File: config.mk
export PLATFORM = sky130hd
export DESIGN_NAME = reset_wake_strap_control
export DESIGN_NICKNAME = d
export VERILOG_FILES = /design/src/wake_pkg.sv /design/src/host_evt_if.sv /design/src/host_cycle_watch.sv /design/src/reset_wake_strap_control.sv
export VERILOG_INCLUDE_DIRS = /design/src
export SDC_FILE = /design/constraint.sdc
export NUM_CORES = 1
export LEC_CHECK = 0
export BUFFER_PORTS_ARGS = -buffer_cell sky130_fd_sc_hd__buf_4
export CORE_MARGIN = 4
export CORE_UTILIZATION = 44
export DETAILED_ROUTE_END_ITERATION = 6
export GPL_TIMING_DRIVEN = 0
export PLACE_DENSITY = 0.84
export SYNTH_ARGS = -nofsm -noshare
export SYNTH_HDL_FRONTEND = slang
export SYNTH_SLANG_ARGS = --single-unit
File: constraint.sdc
create_clock -name sys_clk_i -period 1.61 [get_ports sys_clk_i]
set_input_delay 0.161 -clock sys_clk_i [delete_from_list [all_inputs] [get_ports sys_clk_i]]
set_output_delay 0.161 -clock sys_clk_i [all_outputs]
set_load 0.01 [all_outputs]
File: src/wake_cfg.svh
// constants for the reset, wake-up and strap control block
// assumes a single 50 MHz system clock; included by bare name
`ifndef WAKE_CFG_SVH
`define WAKE_CFG_SVH

// ----------------------------------------------------------------
// timing
// ----------------------------------------------------------------
`define CLK_PERIOD_NS   20
`define POR_TIME_NS     10000
// least time: round up to whole cycles
`define POR_CYCLES_DFLT ((`POR_TIME_NS + `CLK_PERIOD_NS - 1) / `CLK_PERIOD_NS)

// ----------------------------------------------------------------
// register offsets
// ----------------------------------------------------------------
`define OFS_PM_CTRL     8'h00
`define OFS_PM_STAT     8'h04
`define OFS_IRQ_STAT    8'h08
`define OFS_IRQ_MASK    8'h0C

// ----------------------------------------------------------------
// field positions
// ----------------------------------------------------------------
`define PMC_EN_BIT      0
`define PMC_POL_BIT     1
`define PMC_PP_BIT      2
`define PMC_SLEEP_BIT   3
`define PMS_PEND_BIT    0
`define PMS_WREN_BIT    1
`define PMS_ASLEEP_BIT  2
`define PMS_STRAP_BIT   3
`define IRQ_WAKEEV_BIT  0
`define IRQ_WOKE_BIT    1
`define IRQ_REFUSE_BIT  2

// ----------------------------------------------------------------
// reset values
// ----------------------------------------------------------------
`define PMC_RESET       4'h0
`define IRQ_RESET       3'h0

`endif

File: src/wake_pkg.sv
// types shared by the reset, wake-up and strap control block
// assumes wake_cfg.svh holds the numeric constants
package wake_pkg;

  typedef logic [7:0]  reg_addr_t;
  typedef logic [31:0] reg_data_t;

  typedef enum logic [0:0] {
    PS_ACTIVE = 1'b0,
    PS_SLEEP  = 1'b1
  } power_state_t;

endpackage : wake_pkg

File: src/host_evt_if.sv
// events decoded from the host bus strobes
// assumes one clock; producer is host_cycle_watch, consumer the top
`timescale 1ns/1ps
interface host_evt_if;
  logic write_start;
  logic read_done;
  logic write_cycle;

  modport watch (output write_start, output read_done, output write_cycle);
  modport core  (input  write_start, input  read_done, input  write_cycle);
endinterface : host_evt_if

File: src/host_cycle_watch.sv
// edge detection on the host select and strobe pins
// assumes the pins are already synchronous to sys_clk_i
`timescale 1ns/1ps
module host_cycle_watch (
  input  wire logic   sys_clk_i,
  input  wire logic   rst_i,
  input  wire logic   host_select_n_i,
  input  wire logic   host_write_strobe_n_i,
  input  wire logic   host_read_strobe_n_i,
  host_evt_if.watch   ev
);
  logic wr_cyc;
  logic rd_cyc;
  logic wr_cyc_q;
  logic rd_cyc_q;

  // a write cycle needs select and write strobe low together
  assign wr_cyc = !host_select_n_i && !host_write_strobe_n_i;
  assign rd_cyc = !host_select_n_i && !host_read_strobe_n_i;

  always_ff @(posedge sys_clk_i) begin
    if (rst_i) begin
      wr_cyc_q <= 1'b0;
      rd_cyc_q <= 1'b0;
    end else begin
      wr_cyc_q <= wr_cyc;
      rd_cyc_q <= rd_cyc;
    end
  end

  assign ev.write_start = wr_cyc && !wr_cyc_q;
  // a read counts once it has ended
  assign ev.read_done   = rd_cyc_q && !rd_cyc;
  assign ev.write_cycle = wr_cyc;

endmodule : host_cycle_watch

File: src/reset_wake_strap_control.sv
// reset, wake-up and speed strap control of the ethernet controller
// assumes synchronous host pins, a 50 MHz clock, a power-good level
// from the supply monitor and a plain register port from the CSR side
//
// Summary of operation
// - while the hard reset is active every flip-flop returns to its reset value; the power-on counter is cleared only by power_good_i low.
// - with the hard reset pin left high the internal power-on reset initialises the block.
// - when enabled, a detected wake event asserts the wake-event output.
// - software selects the wake-event output polarity and push-pull or open-drain drive.
// - a wake event and its output never bring the block out of sleep.
// - sleep ends only on a host write cycle, select and write strobe low together.
// - any host write wakes the block, whatever the data and the target.
// - the speed strap is sampled as reset ends and held to choose the defaults.
// - strap 0 gives 10 Mb/s half duplex without auto-negotiation, 1 gives 100 Mb/s with it.
//
// Our own choices: the address-and-strobe port and the register offsets.
`include "wake_cfg.svh"
`timescale 1ns/1ps
module reset_wake_strap_control #(
  parameter int POR_CYCLES = `POR_CYCLES_DFLT
) (
  input  wire logic               sys_clk_i,
  input  wire logic               nrst_i,
  input  wire logic               power_good_i,
  input  wire logic               host_select_n_i,
  input  wire logic               host_write_strobe_n_i,
  input  wire logic               host_read_strobe_n_i,
  input  wire logic               wake_event_i,
  input  wire logic               speed_sel_i,
  input  wire wake_pkg::reg_addr_t reg_addr_i,
  input  wire wake_pkg::reg_data_t reg_wdata_i,
  input  wire logic               reg_wr_i,
  input  wire logic               reg_rd_i,
  output      wake_pkg::reg_data_t reg_rdata_o,
  output      logic               irq_o,
  output      logic               wake_event_out_o,
  output      logic               wake_event_out_oe_n_o,
  output      logic               host_write_accept_o,
  output      logic               power_save_o,
  output      logic               write_enabled_o,
  output      logic               default_speed_100_o,
  output      logic               default_full_duplex_o,
  output      logic               default_autoneg_o
);
  import wake_pkg::*;

  localparam int POR_W = $clog2(POR_CYCLES + 1);

  generate
    if (POR_CYCLES < 2) begin : g_bad_por
      $error("POR_CYCLES must be at least two");
    end
  endgenerate

  // ----------------------------------------------------------------
  // reset sources
  // ----------------------------------------------------------------
  logic [POR_W-1:0] por_cnt;
  logic             por_busy;
  logic             sys_rst;

  // the power-on counter restarts whenever the supply is not good, so an
  // undriven hard reset pin still gives a full reset at power-up
  always_ff @(posedge sys_clk_i) begin
    if (!power_good_i) begin
      por_cnt <= '0;
    end else if (por_cnt != POR_W'(POR_CYCLES)) begin
      por_cnt <= por_cnt + POR_W'(1);
    end
  end

  assign por_busy = (por_cnt != POR_W'(POR_CYCLES));
  assign sys_rst  = !nrst_i || por_busy;

  // ----------------------------------------------------------------
  // host bus events
  // ----------------------------------------------------------------
  host_evt_if hev ();

  host_cycle_watch u_watch (
    .sys_clk_i             (sys_clk_i),
    .rst_i                 (sys_rst),
    .host_select_n_i       (host_select_n_i),
    .host_write_strobe_n_i (host_write_strobe_n_i),
    .host_read_strobe_n_i  (host_read_strobe_n_i),
    .ev                    (hev.watch)
  );

  // ----------------------------------------------------------------
  // register port decode
  // ----------------------------------------------------------------
  function automatic logic hit(input reg_addr_t a, input reg_addr_t ofs);
    hit = (a == ofs);
  endfunction : hit

  logic wr_ctrl;
  logic wr_stat;
  logic wr_mask;
  logic rd_irq;

  assign wr_ctrl = reg_wr_i && hit(reg_addr_i, `OFS_PM_CTRL);
  assign wr_stat = reg_wr_i && hit(reg_addr_i, `OFS_PM_STAT);
  assign wr_mask = reg_wr_i && hit(reg_addr_i, `OFS_IRQ_MASK);
  assign rd_irq  = reg_rd_i && hit(reg_addr_i, `OFS_IRQ_STAT);

  // ----------------------------------------------------------------
  // wake-event configuration
  // ----------------------------------------------------------------
  logic pme_en;
  logic pme_pol;
  logic pme_pp;

  always_ff @(posedge sys_clk_i) begin
    if (sys_rst) begin
      pme_en  <= 1'(`PMC_RESET >> `PMC_EN_BIT);
      pme_pol <= 1'(`PMC_RESET >> `PMC_POL_BIT);
      pme_pp  <= 1'(`PMC_RESET >> `PMC_PP_BIT);
    end else if (wr_ctrl) begin
      pme_en  <= reg_wdata_i[`PMC_EN_BIT];
      pme_pol <= reg_wdata_i[`PMC_POL_BIT];
      pme_pp  <= reg_wdata_i[`PMC_PP_BIT];
    end
  end

  // ----------------------------------------------------------------
  // power state
  // ----------------------------------------------------------------
  power_state_t pstate;
  power_state_t next_pstate;
  logic         sleeping;
  logic         wake_now;

  assign sleeping = (pstate == PS_SLEEP);
  // any host write cycle wakes, data and address are never looked at
  assign wake_now = sleeping && hev.write_start;

  always_comb begin
    next_pstate = pstate;
    case (pstate)
      PS_ACTIVE: begin
        if (wr_ctrl && reg_wdata_i[`PMC_SLEEP_BIT]) begin
          next_pstate = PS_SLEEP;
        end
      end
      PS_SLEEP: begin
        // the wake-event output is deliberately not a wake source
        if (hev.write_start) begin
          next_pstate = PS_ACTIVE;
        end
      end
      default: begin
        next_pstate = PS_ACTIVE;
      end
    endcase
  end

  always_ff @(posedge sys_clk_i) begin
    if (sys_rst) begin
      pstate <= PS_ACTIVE;
    end else begin
      pstate <= next_pstate;
    end
  end

  // ----------------------------------------------------------------
  // write gate
  // ----------------------------------------------------------------
  logic wr_en;
  logic accept;
  logic refuse;

  // the wake write itself is never taken, the host must read first
  always_ff @(posedge sys_clk_i) begin
    if (sys_rst) begin
      wr_en <= 1'b0;
    end else if (wake_now) begin
      wr_en <= 1'b0;
    end else if (hev.read_done && !sleeping) begin
      wr_en <= 1'b1;
    end
  end

  assign accept = hev.write_start && !sleeping && wr_en;
  assign refuse = hev.write_start && !sleeping && !wr_en;

  always_ff @(posedge sys_clk_i) begin
    if (sys_rst) begin
      host_write_accept_o <= 1'b0;
    end else begin
      host_write_accept_o <= accept;
    end
  end

  // ----------------------------------------------------------------
  // wake-event indicator
  // ----------------------------------------------------------------
  logic pme_pend;
  logic pme_level;

  // set wins over a software clear in the same cycle
  always_ff @(posedge sys_clk_i) begin
    if (sys_rst) begin
      pme_pend <= 1'b0;
    end else if (wake_event_i && pme_en) begin
      pme_pend <= 1'b1;
    end else if (wr_stat && reg_wdata_i[`PMS_PEND_BIT]) begin
      pme_pend <= 1'b0;
    end
  end

  assign pme_level = pme_pol ? pme_pend : !pme_pend;

  // open-drain only pulls low and floats for a high level
  always_ff @(posedge sys_clk_i) begin
    if (sys_rst) begin
      wake_event_out_o      <= 1'b0;
      wake_event_out_oe_n_o <= 1'b1;
    end else if (pme_pp) begin
      wake_event_out_o      <= pme_level;
      wake_event_out_oe_n_o <= 1'b0;
    end else begin
      wake_event_out_o      <= 1'b0;
      wake_event_out_oe_n_o <= pme_level;
    end
  end

  // ----------------------------------------------------------------
  // speed strap
  // ----------------------------------------------------------------
  logic strap;
  logic strap_taken;

  // caught in the first clocked cycle after reset ends, then frozen
  always_ff @(posedge sys_clk_i) begin
    if (sys_rst) begin
      strap       <= 1'b0;
      strap_taken <= 1'b0;
    end else if (!strap_taken) begin
      strap       <= speed_sel_i;
      strap_taken <= 1'b1;
    end
  end

  assign default_speed_100_o   = strap;
  assign default_autoneg_o     = strap;
  assign default_full_duplex_o = 1'b0;

  // ----------------------------------------------------------------
  // interrupt status and mask
  // ----------------------------------------------------------------
  logic [2:0] irq_stat;
  logic [2:0] irq_mask;
  logic [2:0] irq_evt;

  assign irq_evt[`IRQ_WAKEEV_BIT] = wake_event_i && pme_en;
  assign irq_evt[`IRQ_WOKE_BIT]   = wake_now;
  assign irq_evt[`IRQ_REFUSE_BIT] = refuse;

  // a read clears, but an event in that very cycle survives it
  always_ff @(posedge sys_clk_i) begin
    if (sys_rst) begin
      irq_stat <= `IRQ_RESET;
    end else begin
      irq_stat <= (rd_irq ? `IRQ_RESET : irq_stat) | irq_evt;
    end
  end

  always_ff @(posedge sys_clk_i) begin
    if (sys_rst) begin
      irq_mask <= `IRQ_RESET;
    end else if (wr_mask) begin
      irq_mask <= reg_wdata_i[2:0];
    end
  end

  assign irq_o = |(irq_stat & irq_mask);

  // ----------------------------------------------------------------
  // read data and status outputs
  // ----------------------------------------------------------------
  reg_data_t next_rdata;

  always_comb begin
    next_rdata = '0;
    if (reg_rd_i) begin
      case (reg_addr_i)
        `OFS_PM_CTRL: begin
          next_rdata[`PMC_EN_BIT]    = pme_en;
          next_rdata[`PMC_POL_BIT]   = pme_pol;
          next_rdata[`PMC_PP_BIT]    = pme_pp;
          next_rdata[`PMC_SLEEP_BIT] = sleeping;
        end
        `OFS_PM_STAT: begin
          next_rdata[`PMS_PEND_BIT]   = pme_pend;
          next_rdata[`PMS_WREN_BIT]   = wr_en;
          next_rdata[`PMS_ASLEEP_BIT] = sleeping;
          next_rdata[`PMS_STRAP_BIT]  = strap;
        end
        `OFS_IRQ_STAT: begin
          next_rdata[2:0] = irq_stat;
        end
        `OFS_IRQ_MASK: begin
          next_rdata[2:0] = irq_mask;
        end
        default: begin
          next_rdata = '0;
        end
      endcase
    end
  end

  // data stands for exactly one cycle after the read strobe
  always_ff @(posedge sys_clk_i) begin
    if (sys_rst) begin
      reg_rdata_o <= '0;
    end else begin
      reg_rdata_o <= next_rdata;
    end
  end

  assign power_save_o    = sleeping;
  assign write_enabled_o = wr_en;

  // ----------------------------------------------------------------
  // checks
  // ----------------------------------------------------------------
  a_reset_clears: assert property (
    @(posedge sys_clk_i) $past(sys_rst) |-> !power_save_o && !write_enabled_o
      && !host_write_accept_o && !irq_o && wake_event_out_oe_n_o)
    else $error("state not cleared by reset");

  a_por_fallback: assert property (
    @(posedge sys_clk_i) !power_good_i |=> sys_rst [*2])
    else $error("power-on reset did not hold the block");

  a_pme_event: assert property (
    @(posedge sys_clk_i) disable iff (sys_rst)
    (wake_event_i && pme_en && !wr_ctrl) ##1 (pme_pp && !wr_ctrl)
      |=> !wake_event_out_oe_n_o && (wake_event_out_o == pme_pol))
    else $error("wake-event output not asserted after an event");

  a_pme_drive: assert property (
    @(posedge sys_clk_i) disable iff (sys_rst)
    !pme_pp && $past(!pme_pp) && !$past(wr_ctrl) |-> !wake_event_out_o
      && (wake_event_out_oe_n_o == $past(pme_level)))
    else $error("open-drain drive wrong");

  a_sleep_kept: assert property (
    @(posedge sys_clk_i) disable iff (sys_rst)
    sleeping && !hev.write_start |=> sleeping)
    else $error("left sleep without a host write");

  a_wake_write: assert property (
    @(posedge sys_clk_i) disable iff (sys_rst)
    sleeping && !host_select_n_i && !host_write_strobe_n_i
      && !$past(!host_select_n_i && !host_write_strobe_n_i)
      |=> !power_save_o && !write_enabled_o)
    else $error("host write did not wake the block");

  a_wake_no_take: assert property (
    @(posedge sys_clk_i) disable iff (sys_rst)
    wake_now |=> !host_write_accept_o ##1 !host_write_accept_o)
    else $error("wake write was taken as a register write");

  a_strap_held: assert property (
    @(posedge sys_clk_i) disable iff (sys_rst)
    $past(strap_taken) |-> $stable(default_speed_100_o))
    else $error("strap value changed after sampling");

  a_strap_code: assert property (
    @(posedge sys_clk_i) default_autoneg_o == default_speed_100_o
      && !default_full_duplex_o)
    else $error("default settings do not follow the strap");

  a_write_gate: assert property (
    @(posedge sys_clk_i) disable iff (sys_rst)
    host_write_accept_o |-> $past(wr_en) && !$past(sleeping))
    else $error("host write accepted before a read");

endmodule : reset_wake_strap_control

==> impl_results.md, run 1 <==
* Status: complete, no violations
* DRT iter0 DRCs at 91
* HP Class: primary input to flip-flop
* Antenna Nets Post-Route at 0
* Area grow syn2layout at 30.9%
* Required time worst endpoint at 1.83 ns
* PD cells at 748 mW/mm^2
* GR Util All Layers at 14.0%
* DIE HEIGHT at 69.9 um
* Final Wtd Congestion at 0.799
* Port bufs at 32
* Distinct cell type count after synthesis at 43
* Least-Margin Pin Slew at 0.921 ns
* Sequential power share at 48.9%
* CP Buf/Inv Count at 2
* Cell count after synthesis at 180
* CP Capture Type: flip-flop
* Clock-pin slew on the worst setup and hold paths at 0.06 ns
* Vias in the first global route at 1318
* Num rows at 22
* Hold Path End: u_watch.rd_cyc_q
* Arr. time, crit path at 1.70 ns
* Fraction of registers with async set/reset at 0%
* Final period util at 92.3%
* Worst flop-to-flop path startpoint: por_cnt[0]
* Highest routed metal layer: met4
* Layout cells sized above 1 at 35.9%
* Die W at 69.9 um
* Antenna violations before repair at 0
* Top FF cell, synth: dfxtp_1
* DRC Markers at 0
* Sw Share at 22.5%
* Vias per Instance at 4.83
* Max FO, Critical Path at 5
* DR vias at 1429
* Die ar. at 0.00488 sq mm
* Synth top cells by count: dfxtp_1, buf_4, a21oi_1
* Internal at 0.00128 W
* Register area share after synthesis at 38.0%
* Clock Latency Late Sink at 0.28 ns
* Syn. warnings at 0
* Yosys top cell area share at 38.0%
* Hold Fails Final Rpt at 0
* # IOs at 91
* Met2 WL post-DR at 1840 um
* Metal-1 WL at 1360 um
* Startpoint Class: flip-flop
* Most numerous cell in the Yosys netlist: dfxtp_1
* Grt total ovfl at 0
* First-pass GRT wire length at 5700 um
* Min Tclk post-route at 1.49 ns
* DR pass1 iterations at 4
* Max VDD drop at 0.320 mV
* Clk sinks at 32
* Met3 routed WL at 238 um
* Nets at 300
* CTS HTree Levels at 2
* Avg WL per Cell at 11.8 um
* Max Root-Sink Buffers at 2
* CTS tree: done
* Setup TNS at 0 ns
* Syn avg cell area at 9.36 sq um
* Post-CTS Hold Buffers at 0
* Largest net degree at the start of global routing at 11
* Comb power frac at 11.5%
* DP Area at 0.00209 sq mm
* Worst Hold Depth at 2
* Fmax at 0.673 GHz
* Slew Limit Fails at 0
* Total CTS buffers at 5
* Diodes inserted at 0
* Leak pwr at 0.943 nW
* Final Non-Filler Cells at 296
* Clock share of power at 39.5%
* Util after Layout at 59.8%
* R2R Setup Slk at 0.12 ns
* Root Buffer: clkbuf_8
* Post-synth EDFFs at 0
* Placed cells at 288
* CP max stage cell: dfxtp_2
* Crit path max-delay family: compound AO/OA/AOI/OAI gates
* Max_slew headroom at 38.1%
* Crit path kind: flip-flop to flip-flop
* Net Sw Power at 0.000371 W
* Final setup violation count at 0
* Hold path startpoint: host_read_strobe_n_i
* FF+latch count, synth at 32
* Synth area leader: dfxtp_1
* Starting Density at 45.7%
* Unrepaired setup endpoints after global routing: false
* Critical path cell sequence: inv_1, ha_1, and4b_2, buf_4, a211o_1, a21oi_1
* Synth area leaders: dfxtp_1, buf_4, a21oi_1
* Total wire length at 3490 um
* Core outline area at 0.00369 sq mm
* Dpl hpwl at 2730 um
* FF-to-FF path depth at 6
* Max-cap violations at 0
* Skew final at 0.00798 ns
* RR Endpoint: por_cnt[3]
* Mapped Area at 0.00168 sq mm
* Largest stage delay on the critical path at 0.36 ns
* Post-route cell area at 0.00220 sq mm
-- cell families (layout without fill, tap and decap cells) --
kind of cell             count (synthesis)  after routing  synth area share [%]
AO/OA/AOI/OAI                           39             39                  14.3
XOR/XNOR                                 2              2                  1.04
buffers and inverters                   44             84                  17.7
flip-flops                              32             32                  38.0
AND/OR/NAND/NOR                         55             55                  22.0
multiplexers                             5              5                  5.20
adder cells (fa/ha/maj)                  2              2                  1.49
other                                    1             29                 0.223
-- worst max path at each step --
stage | startpoint | endpoint | slack (ns) | cells after the start
detailed placement | por_cnt[0] | irq_mask[0] | -0.02 | 6
CTS | por_cnt[0] | host_write_accept_o | 0.02 | 6
global route | por_cnt[0] | reg_rdata_o[0] | 0.0008 | 6
finish | por_cnt[0] | por_cnt[3] | 0.12 | 6
floorplan | por_cnt[0] | default_autoneg_o | 0.21 | 6
global placement | por_cnt[0] | default_autoneg_o | -0.02 | 6
-- state kept, by name (all words and copies together) (netlist names) --
signal,cells
wake_event_out_oe_n_o,1
por_cnt,9
u_watch.wr_cyc_q,1
host_write_accept_o,1
pme_pend,1
write_enabled_o,1
u_watch.rd_cyc_q,1
power_save_o,1
irq_mask,3
pme_pol,1
reg_rdata_o,4
irq_stat,3
pme_en,1
default_autoneg_o,1
wake_event_out_o,1
pme_pp,1
strap_taken,1
-- cells in the final DEF (no fill, tap or decap), drive strengths merged, types with 6 or more instances in the layout --
| master | Yosys | routed |
|---|---|---|
| nand4 | 9 | 9 |
| a21oi | 19 | 19 |
| conb | 1 | 29 |
| dfxtp | 32 | 32 |
| nand2 | 7 | 7 |
| buf | 34 | 67 |
| inv | 9 | 9 |
| or3 | 6 | 6 |
| o21ai | 6 | 6 |
| o31ai | 9 | 9 |
| clkbuf | 1 | 8 |
-- power groups by stage --
stage	Sequential (W)	Combinational [W]	Clock, W
floorplan	0.000822	0.000129	0
global placement	0.000824	0.000183	0
detailed placement	0.000824	0.000186	0
CTS	0.000807	0.000186	0.000665
global route	0.000808	0.000211	0.000707
finish	0.000808	0.000190	0.000653
-- repair_timing --
action                                  in CTS  in global routing
setup buffers                                0                  1
resized for setup                            1                  4
endpoints found under the setup margin      10                 13
-- metal layers --
layer	GRT usage, %	up-vias
li1	-	731
met2	25.4	55
met3	3.60	6
met1	16.2	637
met5	0	-
met4	3.83	0
-- worst reg2reg max path, stage by stage, from the launching register on --
cell and delay (ns):
dfxtp_2 0.36, inv_1 0.07, ha_1 0.21, and4b_2 0.25, buf_4 0.15, a211o_1 0.28, a21oi_1 0.11
-- area by class of cell --
class	instances	area, sq um
timing repair buffer	33	248
sequential	32	643
multi-input combinational	132	858
fill	342	1480
buffer	35	265
tap	48	60.1
inverter	9	33.8
clock buffer	7	96.3
-- stage by stage --
| stage | hold WS [ns] | setup WS (ns) | total power (W) |
|---|---|---|---|
| final | 0.0488 | 0.124 | 0.00165 |
| after floorplan | 0.238 | 0.210 | 0.000951 |
| after global placement | 0.336 | -0.0227 | 0.00101 |
| after global routing | 0.0484 | 0.000796 | 0.00173 |
| after detailed placement | 0.344 | -0.0174 | 0.00101 |
| after CTS | 0.0441 | 0.0218 | 0.00166 |
(Power assumes the default switching activity.)
==> inputs of run 2 (changes only) <==
CORE_MARGIN = default   (was 4)
==> run 2 against run 1 <==
Global-route usage rose by 3.5 points. Sequential share of layout area barely moved. Maximum frequency fell by 1.4%. Die area fell by 16%. Clock power fell by 4.4%. Critical path type unchanged. Largest cell class unchanged. Highest routed layer unchanged.
==> impl_results.md, run 2 (synthesized netlist as in run 1, its figures left out) <==
* Fill cells at 339
* Design Power at 0.00162 W
* CTS HTree Levels at 2
* Grt total ovfl at 0
* Global routing usage on met2 at 29.4%
* Root Buffer: clkbuf_8
* Largest registers: por_cnt x9, reg_rdata_o x4
* Vias in the first global route at 1306
* Max Root-Sink Buffers at 2
* Reg with most FFs: por_cnt
* Global-route met3 utilization at 4.82%
* DR vias at 1447
* First-pass GRT wire length at 5550 um
* Most common cell after layout, fill and taps aside: buf_4
* Final Wtd Congestion at 0.819
* Starting Density at 46.0%
* HP Class: primary input to flip-flop
* # IOs at 91
* Max_slew headroom at 35.8%
* Hold path startpoint: host_read_strobe_n_i
* Final period util at 93.6%
* Dpl hpwl at 2560 um
* Unrepaired setup endpoints after global routing: false
* Met1 GRT Util at 20.2%
* Largest stage delay on the critical path at 0.35 ns
* PD cells at 738 mW/mm^2
* Die W at 63.9 um
* Skew final at 0.00714 ns
* Status: complete, no violations
* Antenna Nets Post-Route at 0
* DRC Markers at 0
* Largest net degree at the start of global routing at 11
* Arr. time, crit path at 1.70 ns
* CP Capture Type: flip-flop
* Min Tclk post-route at 1.51 ns
* Clock Latency Late Sink at 0.28 ns
* DIE HEIGHT at 63.9 um
* Crit path max-delay family: simple AND/OR/NAND/NOR gates
* Total wire length at 3260 um
* Least-Margin Pin Slew at 0.954 ns
* Layout cells sized above 1 at 34.5%
* Max reg flops at 9
* Max VDD drop at 0.299 mV
* CP Buf/Inv Count at 2
* Crit path kind: flip-flop to flip-flop
* Max-cap violations at 0
* Total CTS buffers at 5
* Diodes inserted at 0
* CP max stage cell: dfxtp_1
* R2R Setup Slk at 0.10 ns
* Antenna violations before repair at 0
* Hold Fails Final Rpt at 0
* GR Util All Layers at 17.5%
* Clk sinks at 32
* Required time worst endpoint at 1.80 ns
* Fmax at 0.664 GHz
* DR pass1 iterations at 4
* CTS tree: done
* Clock-pin slew on the worst setup and hold paths at 0.07 ns
* Worst flop-to-flop path startpoint: por_cnt[0]
* Final setup violation count at 0
* Slew Limit Fails at 0
* Final setup margin at 0.103 ns
* Max FO, Critical Path at 10
* Pre-CTS WS at -0.0302 ns
* Die ar. at 0.00408 sq mm
* Port bufs at 32
* Post-CTS Hold Buffers at 0
* Leak pwr at 0.938 nW
* Avg WL per Cell at 11.0 um
* Num rows at 22
* Crit path from: por_cnt[0]
* Core outline area at 0.00366 sq mm
* Area grow syn2layout at 30.4%
* DRT iter0 DRCs at 76
* Critical path cell sequence: inv_1, ha_1, and4b_2, nand3_2, buf_6, nor4_4
* Nets at 300
* Most frequent cells in the layout: buf_4, dfxtp_1, conb_1, a21oi_1
* GR peak layer: met2
* Vias per Instance at 4.87
* Startpoint Class: flip-flop
-- run 2: report_power, final --
part	internal [W]	total, W	switching [W]	leakage, nW
clock	0.000348	0.000624	0.000276	0.0455
combinational	0.000100	0.000190	0.0000902	0.634
sequential	0.000798	0.000807	0.00000883	0.258
-- run 2: final cells by class --
| type | instances | area (sq um) | share of cell area (%) |
|---|---|---|---|
| Buffer | 35 | 265 | 12.1 |
| Clock buffer | 8 | 90.1 | 4.10 |
| Inverter | 9 | 33.8 | 1.54 |
| Multi-Input combinational cell | 132 | 858 | 39.1 |
| Sequential cell | 32 | 641 | 29.2 |
| Tap cell | 48 | 60.1 | 2.74 |
| Timing Repair Buffer | 33 | 248 | 11.3 |
-- run 2: routing by layer --
| metal | vias to the layer above | part of all wire (%) |
|---|---|---|
| li1 | 740 | - |
| met1 | 654 | 42 |
| met2 | 46 | 50 |
| met3 | 7 | 5.2 |
| met4 | 0 | 2.3 |
| met5 | - | 0 |
-- run 2: stage by stage --
| stage | TNS, ns | std cells | hold WS, ns | utilization [%] | area, sq um |
|---|---|---|---|---|---|
| 2_1_floorplan | 0 | 208 | 0.238 | - | 1790 |
| 3_3_place_gp | -0.00714 | 288 | 0.335 | 57.1 | 2090 |
| 3_5_place_dp | -0.195 | 288 | 0.340 | 57.1 | 2090 |
| 4_1_cts | 0 | 296 | 0.0432 | 59.6 | 2180 |
| 5_1_grt | 0 | 297 | 0.0366 | 60.0 | 2200 |
| 6_report | 0 | 297 | 0.0472 | 60.0 | 2200 |
-- run 2: worst paths after layout --
check,endpoint,depth (start not counted)
max reg2reg,reg_rdata_o[3],6
min reg2reg,write_enabled_o,2
min,u_watch.rd_cyc_q,2
max,reg_rdata_o[3],6
-- run 2: timing repair --
action / in CTS / in global routing
setup endpoints to repair: 10 / 5
buffers inserted: 0 / 1
resized for setup: 1 / 2
==> inputs of run 3 (changes only) <==
CORE_MARGIN = 5   (was default)
CTS_CLUSTER_SIZE = 20   (was default)
==> run 3 against run 2 <==
Global-route usage decreased by 2.7 points. Sequential power barely moved. Core utilization grew 0.54 points. Clock power grew 33%. Sequential share of layout area fell by 0.47 points. Critical path depth unchanged. Count of clock-buffer cells in the layout fell by 1. Clock skew up 0.00051 ns. Wire length up 12%. Hold slack better by 0.00056 ns. Sequential cell count is the same. Largest cell class unchanged. Power grew 13%.
==> impl_results.md, run 3 (synthesized netlist as in run 1, its figures left out) <==
* Total wire length at 3650 um
* Status: complete, no violations
* Hold Fails Final Rpt at 0
* Max Root-Sink Buffers at 2
* Num rows at 22
* DR pass1 iterations at 4
* Clock Latency Late Sink at 0.28 ns
* DIE HEIGHT at 71.9 um
* Post-route cell area at 0.00223 sq mm
* Final period util at 93.5%
* Final Wtd Congestion at 0.801
* Antenna violations before repair at 0
* Nets at 300
* Total CTS buffers at 5
* Area grow syn2layout at 32.5%
* DR vias at 1424
* Setup TNS at 0 ns
* Min Tclk post-route at 1.51 ns
* DP Area at 0.00209 sq mm
* Skew final at 0.00765 ns
* Vias per Instance at 4.79
* Leak pwr at 0.955 nW
* Antenna Nets Post-Route at 0
* Largest net degree at the start of global routing at 11
* PD cells at 819 mW/mm^2
* Die W at 71.9 um
* DRC Markers at 0
* Max reg flops at 9
* Hold WS at 0.0477 ns
* Fmax at 0.664 GHz
* Grt total ovfl at 0
* Max FO, Critical Path at 10
* DRT iter0 DRCs at 45
* Startpoint Class: flip-flop
* Starting Density at 45.7%
* Vias in the first global route at 1380
* Root Buffer: clkbuf_8
* HP Class: primary input to flip-flop
* Clock-pin slew on the worst setup and hold paths at 0.07 ns
* Util after Layout at 60.5%
* Placed cells at 288
* # IOs at 91
* Least-Margin Pin Slew at 0.946 ns
* CTS HTree Levels at 2
* Highest routed metal layer: met4
* Max-cap violations at 0
* Metal-1 WL at 1520 um
* Crit path kind: flip-flop to flip-flop
* Largest registers: por_cnt x9, reg_rdata_o x4
* Avg WL per Cell at 12.3 um
* Final setup violation count at 0
* Diodes inserted at 0
* Clk sinks at 32
* CTS tree: done
* Max_slew headroom at 36.4%
* Required time worst endpoint at 1.81 ns
* Max VDD drop at 0.436 mV
* CP Capture Type: flip-flop
* Die ar. at 0.00516 sq mm
* Unrepaired setup endpoints after global routing: false
* Most common cell after layout, fill and taps aside: buf_4
* Layout cells sized above 1 at 35.3%
* Core outline area at 0.00369 sq mm
* Final Non-Filler Cells at 297
* Arr. time, crit path at 1.70 ns
* Dpl hpwl at 2840 um
* Reg with most FFs: por_cnt
* Port bufs at 32
* Met3 routed WL at 194 um
* Fill cells at 350
* First-pass GRT wire length at 6000 um
* Most frequent cells in the layout: buf_4, dfxtp_1, conb_1, a21oi_1
* Slew Limit Fails at 0
* GR Util All Layers at 14.8%
* Met2 WL post-DR at 1850 um
==> run 3: critical path: stages (launching register included) <==
cell and delay (ns):
dfxtp_1 0.35, inv_1 0.09, ha_1 0.17, and4b_2 0.28, nand3_2 0.12, buf_6 0.17
nor4b_2 0.23
==> run 3: through the flow <==
step / total power, W / setup slack [ns]
floorplan: 0.000951 / 0.210
global placement: 0.00101 / -0.00495
finish: 0.00183 / 0.105
global route: 0.00190 / 0.0119
detailed placement: 0.00101 / -0.0639
CTS: 0.00183 / 0.0109
==> run 3: power breakdown <==
| group | internal (W) | switching, W |
|---|---|---|
| Sequential | 0.000798 | 0.00000821 |
| Clock | 0.000546 | 0.000286 |
| Combinational | 0.000100 | 0.0000904 |
==> run 3: what timing repair did <==
item,CTS,global route
gates cloned,0,0
setup buffers,0,1
resized for setup,1,3
setup endpoints to repair,10,15
hold buffers,0,0
==> run 3: worst paths after layout <==
| path | slack, ns | start | depth (start not counted) | to |
|---|---|---|---|---|
| hold reg to reg | 0.49 | irq_stat[1] | 2 | irq_stat[1] |
| hold / removal | 0.05 | host_read_strobe_n_i | 2 | u_watch.rd_cyc_q |
| setup reg to reg | 0.10 | por_cnt[0] | 6 | host_write_accept_o |
| setup / recovery | 0.10 | por_cnt[0] | 6 | host_write_accept_o |
==> run 3: layer usage <==
metal | vias up | track usage [%]
met5 | - | 0
li1 | 740 | -
met1 | 633 | 17.2
met4 | 0 | 7.52
met3 | 6 | 3.65
met2 | 45 | 25.1
==> run 3: area by class of cell <==
| cell class | instances | area (sq um) | area share (%) |
|---|---|---|---|
| sequential | 32 | 641 | 28.7 |
| clock inverter | 1 | 30.0 | 1.35 |
| timing repair buffer | 33 | 248 | 11.1 |
| buffer | 35 | 265 | 11.9 |
| multi-input combinational | 132 | 858 | 38.5 |
| tap | 48 | 60.1 | 2.69 |
| clock buffer | 7 | 96.3 | 4.32 |
| inverter | 9 | 33.8 | 1.51 |
